### config.mk
export PLATFORM = sky130hd
export DESIGN_NAME = cpu_state_exception_seq
export DESIGN_NICKNAME = d
export VERILOG_FILES = /design/src/hw/cpu_seq_pkg.sv /design/src/hw/ea_unit.sv /design/src/hw/cpu_state_exception_seq.sv
export SDC_FILE = /design/constraint.sdc
export NUM_CORES = 1
export LEC_CHECK = 0
export BUFFER_PORTS_ARGS = -buffer_cell sky130_fd_sc_hd__buf_2
export CAP_MARGIN = 20
export CELL_PAD_IN_SITES_DETAIL_PLACEMENT = 1
export CELL_PAD_IN_SITES_GLOBAL_PLACEMENT = 1
export CORE_MARGIN = 3
export CORE_UTILIZATION = 34
export DETAILED_ROUTE_END_ITERATION = 8
export GPL_TIMING_DRIVEN = 0
export PLACE_DENSITY = 0.74
export SYNTH_ARGS = -nofsm -noshare
export SYNTH_HDL_FRONTEND = slang
export SYNTH_SLANG_ARGS = --single-unit
### constraint.sdc
create_clock -name ref_clk_i -period 2.1 [get_ports ref_clk_i]
set_clock_uncertainty 0.1 [all_clocks]
set_input_delay 0.525 -clock ref_clk_i [delete_from_list [all_inputs] [get_ports ref_clk_i]]
set_output_delay 0.525 -clock ref_clk_i [all_outputs]
set_load 0.05 [all_outputs]
### src/hw/cpu_seq_pkg.sv
package cpu_seq_pkg;

  // ==========================================================
  // Widths and register map
  localparam int ADDR_W = 24;
  localparam int DATA_W = 32;
  localparam logic [3:0] OFF_SYS_CTRL = 4'h0;
  localparam logic [3:0] OFF_CCR = 4'h4;
  localparam logic [3:0] OFF_SP = 4'h8;
  localparam logic [3:0] OFF_STATUS = 4'hC;

  // ==========================================================
  // Field positions and reset values
  localparam int STANDBY_SEL_BIT = 7;
  localparam int USER_MASK_EN_BIT = 3;
  localparam int CCR_I_BIT = 7;
  localparam int CCR_USER_IRQ_BIT = 6;
  localparam logic [7:0] SYS_CTRL_RST = 8'h0B;
  localparam logic [7:0] CCR_RST = 8'h80;
  localparam logic [23:0] SP_RST = 24'h000000;
  localparam logic [23:0] RESET_VEC = 24'h000000;
  localparam logic [23:0] MASK_1MB = 24'h0FFFFF;
  localparam logic [23:0] PUSH_BYTES = 24'h000004;

  // ==========================================================
  // Types
  typedef enum logic [2:0] {
    ST_RESET = 3'b000,
    ST_EXEC = 3'b001,
    ST_EXC = 3'b010,
    ST_SLEEP = 3'b011,
    ST_SWSTBY = 3'b100,
    ST_HWSTBY = 3'b101
  } proc_state_type;

  typedef enum logic [1:0] {
    EX_IDLE = 2'b00,
    EX_PUSH = 2'b01,
    EX_FETCH = 2'b10
  } ex_step_type;

  typedef enum logic [1:0] {
    SRC_RESET = 2'b00,
    SRC_IRQ = 2'b01,
    SRC_TRAP = 2'b10
  } exc_src_type;

  typedef struct packed {
    logic req;
    logic we;
    logic [23:0] addr;
    logic [31:0] wdata;
  } mem_req_type;

  // ==========================================================
  // Address helpers
  function automatic logic [23:0] ea_fix(input logic [23:0] a,
                                         input logic wide,
                                         input logic mode_1mb);
    logic [23:0] r;
    r = mode_1mb ? (a & MASK_1MB) : a;
    if (wide) begin
      r[0] = 1'b0;
    end
    return r;
  endfunction

  function automatic logic [23:0] vec_addr(input logic [7:0] num);
    return {14'h0000, num, 2'b00};
  endfunction

endpackage

### src/hw/ea_unit.sv
`timescale 1ns/1ps
module ea_unit (
  input wire logic ref_clk_i,
  input wire logic reset_i,
  input wire logic [23:0] ea_raw_i,
  input wire logic ea_wide_i,
  input wire logic mode_1mb_i,
  output logic [23:0] ea_o
);

  logic [23:0] ea_q;
  logic [23:0] ea_d;

  // Odd word, longword or branch address starts at the even byte below
  always_comb begin
    ea_d = cpu_seq_pkg::ea_fix(ea_raw_i, ea_wide_i, mode_1mb_i);
  end

  always_ff @(posedge ref_clk_i) begin
    if (reset_i) begin
      ea_q <= 24'h000000;
    end else begin
      ea_q <= ea_d;
    end
  end

  assign ea_o = ea_q;

endmodule

### src/hw/cpu_state_exception_seq.sv
// Added by the designer: the register offsets and the Wishbone register port.
`timescale 1ns/1ps
// Summary of operation
// - Odd word, longword or branch addresses have bit zero forced low.
// - In 1-Mbyte modes the top four address bits are dropped.
// - Core is in exactly one of four states; power-down has three modes.
// - Exceptions fetch a start address from the vector table and run there.
// - Priority is reset first, then interrupts, then traps.
// - A trap is always accepted in program execution when it executes.
// - Interrupts are sampled at instruction end or exception sequence end.
// - No interrupt after COND_CODE_REG and/or/xor/load or right after reset handling that follows a pin, watchdog or reset_i reset.
// - Reset pin low enters reset; its rise starts reset handling.
// - All interrupts including non-maskable held off during and after a pin, watchdog or reset_i reset.
// - Interrupt and trap handling push PC and COND_CODE_REG using the stack pointer.
// - After push set I; also set UI when user mask enable is clear.
// - Reset sets the I flag and masks all interrupts in reset state.
// - Watchdog overflow enters reset state just like the reset pin.
// - Sleep with standby select clear enters sleep, registers kept.
// - Sleep with standby select set enters software standby.
// - Standby pin low enters hardware standby, clock halted, modules reset.
// - Standby select is bit 7 of the system control register.
// - Every step is timed in states of one system clock period.
module cpu_state_exception_seq (
  input wire logic ref_clk_i,
  input wire logic reset_i,
  input wire logic hw_reset_pin_n_i,
  input wire logic hw_standby_pin_n_i,
  input wire logic mode_1mb_pin_i,
  input wire logic watchdog_ovf_i,
  input wire logic irq_req_i,
  input wire logic irq_nmi_i,
  input wire logic [7:0] irq_vec_i,
  input wire logic instr_end_i,
  input wire logic instr_ccr_op_i,
  input wire logic trap_i,
  input wire logic [7:0] trap_vec_i,
  input wire logic sleep_i,
  input wire logic [23:0] ea_raw_i,
  input wire logic ea_wide_i,
  input wire logic mem_ack_i,
  input wire logic [31:0] mem_rdata_i,
  input wire logic wb_cyc_i,
  input wire logic wb_stb_i,
  input wire logic wb_we_i,
  input wire logic [3:0] wb_adr_i,
  input wire logic [3:0] wb_sel_i,
  input wire logic [31:0] wb_dat_i,
  output logic [31:0] wb_dat_o,
  output logic wb_ack_o,
  output cpu_seq_pkg::mem_req_type mem_o,
  output cpu_seq_pkg::proc_state_type state_o,
  output logic pc_load_o,
  output logic [23:0] pc_o,
  output logic irq_ack_o,
  output logic cpu_halt_o,
  output logic clk_halt_o,
  output logic module_reset_o,
  output logic [23:0] ea_o
);

  // ==========================================================
  // Pin synchronisers
  logic [2:0] pin_meta_q;
  logic [2:0] pin_sync_q;
  logic rst_pin_n;
  logic standby_n;
  logic mode_1mb;

  always_ff @(posedge ref_clk_i) begin
    if (reset_i) begin
      pin_meta_q <= 3'h3;
      pin_sync_q <= 3'h3;
    end else begin
      pin_meta_q <= {mode_1mb_pin_i, hw_standby_pin_n_i, hw_reset_pin_n_i};
      pin_sync_q <= pin_meta_q;
    end
  end

  assign rst_pin_n = pin_sync_q[0];
  assign standby_n = pin_sync_q[1];
  assign mode_1mb = pin_sync_q[2];
  ea_unit i_ea_unit (
    .ref_clk_i(ref_clk_i),
    .reset_i(reset_i),
    .ea_raw_i(ea_raw_i),
    .ea_wide_i(ea_wide_i),
    .mode_1mb_i(mode_1mb),
    .ea_o(ea_o)
  );

  // ==========================================================
  // Sequencer state
  cpu_seq_pkg::proc_state_type state_q, state_d;
  cpu_seq_pkg::ex_step_type step_q, step_d;
  cpu_seq_pkg::exc_src_type src_q, src_d;
  cpu_seq_pkg::mem_req_type mem_q, mem_d;
  logic [7:0] ccr_q, ccr_d;
  logic [7:0] sysctl_q, sysctl_d;
  logic [23:0] sp_q, sp_d;
  logic [23:0] pc_q, pc_d;
  logic [23:0] vec_q, vec_d;
  logic [7:0] tvec_q, tvec_d;
  logic rst_block_q, rst_block_d;
  logic trap_pend_q, trap_pend_d;
  logic pcload_q, pcload_d;
  logic irqack_q, irqack_d;
  logic [2:0] pwr_q, pwr_d;
  logic [31:0] rdat_q, rdat_d;
  logic ack_q, ack_d;
  logic wb_req;
  logic wb_wr;
  logic irq_ok;
  logic start_irq;
  logic start_trap;

  assign wb_req = wb_cyc_i && wb_stb_i;
  // Write lands on the edge after ack is shown to the master, while ack_q is high
  assign wb_wr = wb_req && wb_we_i && ack_q;
  assign irq_ok = irq_nmi_i || (irq_req_i && !ccr_q[cpu_seq_pkg::CCR_I_BIT]);

  always_comb begin
    state_d = state_q;
    step_d = step_q;
    src_d = src_q;
    mem_d = mem_q;
    ccr_d = ccr_q;
    sysctl_d = sysctl_q;
    sp_d = sp_q;
    pc_d = pc_q;
    vec_d = vec_q;
    tvec_d = tvec_q;
    rst_block_d = rst_block_q;
    trap_pend_d = trap_pend_q;
    pcload_d = 1'b0;
    irqack_d = 1'b0;
    start_irq = 1'b0;
    start_trap = 1'b0;
    ack_d = wb_req && !ack_q;
    rdat_d = rdat_q;
    // Software writes come first so a hardware set below wins
    if (wb_wr && wb_sel_i[0]) begin
      unique case (wb_adr_i)
        cpu_seq_pkg::OFF_SYS_CTRL: sysctl_d = wb_dat_i[7:0];
        cpu_seq_pkg::OFF_CCR: ccr_d = wb_dat_i[7:0];
        cpu_seq_pkg::OFF_SP: sp_d = wb_dat_i[23:0];
        default: ;
      endcase
    end
    if (wb_req && !ack_q) begin
      unique case (wb_adr_i)
        cpu_seq_pkg::OFF_SYS_CTRL: rdat_d = {24'h000000, sysctl_q};
        cpu_seq_pkg::OFF_CCR: rdat_d = {24'h000000, ccr_q};
        cpu_seq_pkg::OFF_SP: rdat_d = {8'h00, sp_q};
        cpu_seq_pkg::OFF_STATUS: rdat_d = {29'h00000000, state_q};
        default: rdat_d = 32'h00000000;
      endcase
    end
    if (!standby_n) begin
      state_d = cpu_seq_pkg::ST_HWSTBY;
      step_d = cpu_seq_pkg::EX_IDLE;
      mem_d.req = 1'b0;
    end else if (!rst_pin_n || watchdog_ovf_i) begin
      state_d = cpu_seq_pkg::ST_RESET;
      step_d = cpu_seq_pkg::EX_IDLE;
      mem_d.req = 1'b0;
      ccr_d[cpu_seq_pkg::CCR_I_BIT] = 1'b1;
      rst_block_d = 1'b1;
      trap_pend_d = 1'b0;
    end else begin
      unique case (state_q)
        cpu_seq_pkg::ST_HWSTBY: begin
          state_d = cpu_seq_pkg::ST_RESET;
        end
        cpu_seq_pkg::ST_RESET: begin
          // Reset pin is high again: start reset handling now
          state_d = cpu_seq_pkg::ST_EXC;
          src_d = cpu_seq_pkg::SRC_RESET;
          step_d = cpu_seq_pkg::EX_FETCH;
          vec_d = cpu_seq_pkg::RESET_VEC;
          mem_d = '{1'b1, 1'b0, cpu_seq_pkg::RESET_VEC, 32'h00000000};
        end
        cpu_seq_pkg::ST_EXEC: begin
          if (trap_i) begin
            trap_pend_d = 1'b1;
            tvec_d = trap_vec_i;
          end
          if (instr_end_i) begin
            rst_block_d = 1'b0;
            if (irq_ok && !instr_ccr_op_i && !rst_block_q) begin
              start_irq = 1'b1;
            end else if (trap_i || trap_pend_q) begin
              start_trap = 1'b1;
            end else if (sleep_i) begin
              state_d = sysctl_q[cpu_seq_pkg::STANDBY_SEL_BIT] ?
                cpu_seq_pkg::ST_SWSTBY : cpu_seq_pkg::ST_SLEEP;
            end
          end
        end
        cpu_seq_pkg::ST_SLEEP: begin
          start_irq = irq_ok;
        end
        cpu_seq_pkg::ST_SWSTBY: begin
          // Standby select stays set after wake-up
          start_irq = irq_nmi_i || irq_req_i;
        end
        cpu_seq_pkg::ST_EXC: begin
          if (mem_ack_i && step_q == cpu_seq_pkg::EX_PUSH) begin
            sp_d = sp_q - cpu_seq_pkg::PUSH_BYTES;
            ccr_d[cpu_seq_pkg::CCR_I_BIT] = 1'b1;
            if (!sysctl_q[cpu_seq_pkg::USER_MASK_EN_BIT]) begin
              ccr_d[cpu_seq_pkg::CCR_USER_IRQ_BIT] = 1'b1;
            end
            step_d = cpu_seq_pkg::EX_FETCH;
            mem_d = '{1'b1, 1'b0, vec_q, 32'h00000000};
          end else if (mem_ack_i && step_q == cpu_seq_pkg::EX_FETCH) begin
            pc_d = cpu_seq_pkg::ea_fix(mem_rdata_i[23:0], 1'b1, mode_1mb);
            pcload_d = 1'b1;
            mem_d.req = 1'b0;
            step_d = cpu_seq_pkg::EX_IDLE;
            state_d = cpu_seq_pkg::ST_EXEC;
            // Chained interrupt at sequence end, never right after reset
            start_irq = src_q != cpu_seq_pkg::SRC_RESET && irq_ok;
          end
        end
        default: begin
          state_d = cpu_seq_pkg::ST_RESET;
        end
      endcase
      if (start_irq || start_trap) begin
        state_d = cpu_seq_pkg::ST_EXC;
        step_d = cpu_seq_pkg::EX_PUSH;
        src_d = start_irq ? cpu_seq_pkg::SRC_IRQ : cpu_seq_pkg::SRC_TRAP;
        vec_d = cpu_seq_pkg::vec_addr(start_irq ? irq_vec_i : (trap_i ?
                                      trap_vec_i : tvec_q));
        irqack_d = start_irq;
        trap_pend_d = start_irq && (trap_i || trap_pend_q);
        mem_d = '{1'b1, 1'b1, sp_q - cpu_seq_pkg::PUSH_BYTES,
                  {ccr_q, pc_d}};
      end
    end
    pwr_d[0] = state_d != cpu_seq_pkg::ST_EXEC &&
               state_d != cpu_seq_pkg::ST_EXC;
    pwr_d[1] = state_d == cpu_seq_pkg::ST_SWSTBY ||
               state_d == cpu_seq_pkg::ST_HWSTBY;
    pwr_d[2] = pwr_d[1] || state_d == cpu_seq_pkg::ST_RESET;
  end

  // Each register step is one state of the system clock
  always_ff @(posedge ref_clk_i) begin
    if (reset_i) begin
      state_q <= cpu_seq_pkg::ST_RESET;
      step_q <= cpu_seq_pkg::EX_IDLE;
      src_q <= cpu_seq_pkg::SRC_RESET;
      mem_q <= '0;
      ccr_q <= cpu_seq_pkg::CCR_RST;
      sysctl_q <= cpu_seq_pkg::SYS_CTRL_RST;
      sp_q <= cpu_seq_pkg::SP_RST;
      pc_q <= 24'h000000;
      vec_q <= 24'h000000;
      tvec_q <= 8'h00;
      rst_block_q <= 1'b1;
      trap_pend_q <= 1'b0;
      pcload_q <= 1'b0;
      irqack_q <= 1'b0;
      pwr_q <= 3'h5;
      rdat_q <= 32'h00000000;
      ack_q <= 1'b0;
    end else begin
      state_q <= state_d;
      step_q <= step_d;
      src_q <= src_d;
      mem_q <= mem_d;
      ccr_q <= ccr_d;
      sysctl_q <= sysctl_d;
      sp_q <= sp_d;
      pc_q <= pc_d;
      vec_q <= vec_d;
      tvec_q <= tvec_d;
      rst_block_q <= rst_block_d;
      trap_pend_q <= trap_pend_d;
      pcload_q <= pcload_d;
      irqack_q <= irqack_d;
      pwr_q <= pwr_d;
      rdat_q <= rdat_d;
      ack_q <= ack_d;
    end
  end

  assign wb_dat_o = rdat_q;
  assign wb_ack_o = ack_q;
  assign mem_o = mem_q;
  assign state_o = state_q;
  assign pc_load_o = pcload_q;
  assign pc_o = pc_q;
  assign irq_ack_o = irqack_q;
  assign cpu_halt_o = pwr_q[0];
  assign clk_halt_o = pwr_q[1];
  assign module_reset_o = pwr_q[2];
endmodule

==> results.yml <==
outcome:
  outcome: "finished with violations"
  violations: "setup timing"
clock_tree:
  clockBufferDepth: 3
  cts_max_level: 1
  clock_latency_ns: 0.52
  cts_root_buffer: "clkbuf_16"
  numCtsBuffers: 23
  path_clk_slew_ns: 0.07
  cts_hold_buf: 0
  cts_tree: "yes"
  cts.sinks: 207
cells_and_area:
  final_nets: 1477
  drive_gt1_frac: 0.4211
  synthToLayoutAreaGrowth_pct: 49.15
  final_util: 0.5245
route:
  routedWlPerCell_microns: 22.25
  vias: 9114
  routed_wl_mm: 37.58
  ant_nets: 0
  firstDrtPassIters: 5
  drtIter0Drc: 668
  drcViolationCount: 0
  via_per_inst: 5.396
global_route:
  antenna_found_initial: 3
  use_met1: 0.2928
  overflow: 0
  grt_usage: 0.2286
  grtUsageMet3: 0.04213
  busiest_layer: "met2"
  grt_max_degree: 15
  grt_pass1_vias: 9009
  grt_pass1_wl_mm: 51.38
  met2_usage: 0.3951
synth:
  synth_edf_count: 0
  synth_common_cells: "207 x dfxtp_1, 153 x nand2_1, 132 x nor2_1"
  synth-seq-area-share: 0.4761
  synth_area_sq_um: 8703
  ys_top_cells_by_area: "dfxtp_1 48%, nand2_1 6.6%, a22oi_1 5.8%"
  ys_ff_latch: 207
  yosys.area.top_type: "dfxtp_1"
  postSynthCellCount: 993
  yosysMostFrequentCell: "dfxtp_1"
  async_flop_share: 0
  ys_warn_count: 0
  synthFlopType: "dfxtp_1"
  synth_top_area_frac: 0.4761
  syn_avg_cell_area_sq_um: 8.765
  synth_cell_types: 68
timing:
  fmax_mhz: 437.4
  hold_violations: 0
  rsz0062_at_grt: "yes"
  layout_setup_ws_ns: -0.1860
  setup_viol: 66
  slew_headroom: 0.3845
  finalHoldWorstSlack_ns: 0.07631
  period_needed_ns: 2.286
  period_share: 1.089
  slew_viol_final: 0
  worstMarginPinSlew_ns: 0.9233
setup_path:
  critPathKind: "register to register"
  cp_data_required_time_ns: 2.40
  crit_fanout: 4
  cp-end-kind: "register"
  worstPathArrival_ns: 2.58
  critPathLaunchType: "register"
  r2r_cells: 9
power:
  ir_worst_vdd_mv: 0.5045
  p_per_area_nw_per_um2: 732.4
  p_leak_nw: 5.627
die:
  start_util: 0.3517
  die_h_microns: 166.0
  rows: 57
  fp.dieArea_sq_um: 27550
  ios: 276
  die_width_microns: 166.0
  coreArea_sq_um: 24750
run:
  drv_cap: 0
place:
  numPortBuffers: 247
  place_ws_ns: -0.7910
  dp_hpwl_mm: 24.04
  gp_congestion: 0.8701
min_path:
  whs_path_depth: 2
  worstHoldPathType: "input port to register"
per-stage QoR:
| step | instance area (sq um) | total power [mW] | cells | setup TNS [ns] |
|---|---|---|---|---|
| floorplan | 8822 | 4.624 | 1000 | -0.1727 |
| global placement | 10460 | 4.939 | 1571 | -73.54 |
| detailed placement | 10460 | 4.957 | 1571 | -80.95 |
| CTS | 11870 | 9.317 | 1639 | -2.713 |
| global route | 12980 | 9.764 | 1689 | -9.203 |
| finish | 12980 | 9.507 | 1689 | -4.176 |
cells in the final DEF (no fill, tap or decap), drive strengths merged, types with 6 or more instances in the layout:
| master | synthesis | routed |
|---|---|---|
| nor2 | 133 | 133 |
| o2bb2ai | 7 | 7 |
| mux2 | 7 | 7 |
| a31oi | 7 | 7 |
| xor2 | 11 | 11 |
| and2 | 8 | 9 |
| nor3 | 18 | 18 |
| a221oi | 10 | 10 |
| clkinv | 1 | 6 |
| nor4 | 7 | 7 |
| mux2i | 39 | 39 |
| nor3b | 8 | 8 |
| a32oi | 9 | 9 |
| dfxtp | 207 | 207 |
| a211oi | 11 | 11 |
| nand3 | 16 | 16 |
| conb | 1 | 8 |
| a22oi | 67 | 67 |
| nor2b | 31 | 31 |
| nand2 | 154 | 154 |
| buf | 38 | 362 |
| clkbuf | 45 | 73 |
| xnor2 | 9 | 9 |
| a21oi | 53 | 53 |
| o21ai | 23 | 23 |
| inv | 9 | 9 |
| or2 | 7 | 7 |
layout make-up:
| type | instances | area [sq um] |
|---|---|---|
| fill | 2893 | 11770 |
| multi-input combinational | 701 | 4908 |
| sequential | 207 | 4170 |
| timing repair buffer | 331 | 2077 |
| clock buffer | 31 | 676.9 |
| buffer | 73 | 568.0 |
| tap | 324 | 405.4 |
| clock inverter | 10 | 130.1 |
| inverter | 10 | 40.04 |
| antenna | 2 | 5.005 |
worst max-delay path, cell delays in order (launching register included):
cell and delay, ns:
dfxtp_2 0.34, inv_2 0.08, ha_4 0.15, or4b_4 0.53
or3_4 0.39, buf_4 0.17, nand2_1 0.07, nand2_1 0.07
a221oi_2 0.21, nor2_1 0.06
flip-flops by register name, indices dropped and copies added, names as in the netlist, 8 cells and up:
name and count:
mem_o 58, vec_q 8, pc_o 24, sp_q 24, i_ea_unit.ea_o 24, sysctl_q 8, wb_dat_o 24, ccr_q 8
tvec_q 8
layer usage:
metal	routed length, microns	up-vias
li1	-	4166
met1	15600	4562
met2	18880	312
met3	1998	72
met4	1089	2
met5	13	-
cells by family after synthesis:
logic type	synth area share
mux	0.06167
other cells	0.0004309
compound gates	0.1705
fa+ha+maj	0.001437
xor+xnor	0.02013
simple gates	0.2205
flops	0.4761
buf+inv	0.04916
what timing repair did:
item                       CTS  global route
resized for setup           80           147
setup endpoints to repair  154           147
gates cloned                 1             7
pin swaps                   22            77
setup buffers               34            46
where the power goes:
| part | total (mW) | internal (mW) | switching (mW) |
|---|---|---|---|
| Sequential | 4.03 | 3.99 | 0.0424 |
| Combinational | 1.12 | 0.412 | 0.713 |
| Clock | 4.35 | 2.63 | 1.73 |
| Total | 9.51 | 7.02 | 2.48 |
path summary, 6_finish.rpt:
check,from,end,slack (ns)
setup / recovery,sp_q[3],sp_q[12],-0.19
setup reg to reg,sp_q[3],sp_q[12],-0.19
hold reg to reg,pin_meta_q[0],pin_sync_q[0],0.31
hold / removal,ea_wide_i,i_ea_unit.ea_o[0],0.08
(Power assumes the default switching activity.)
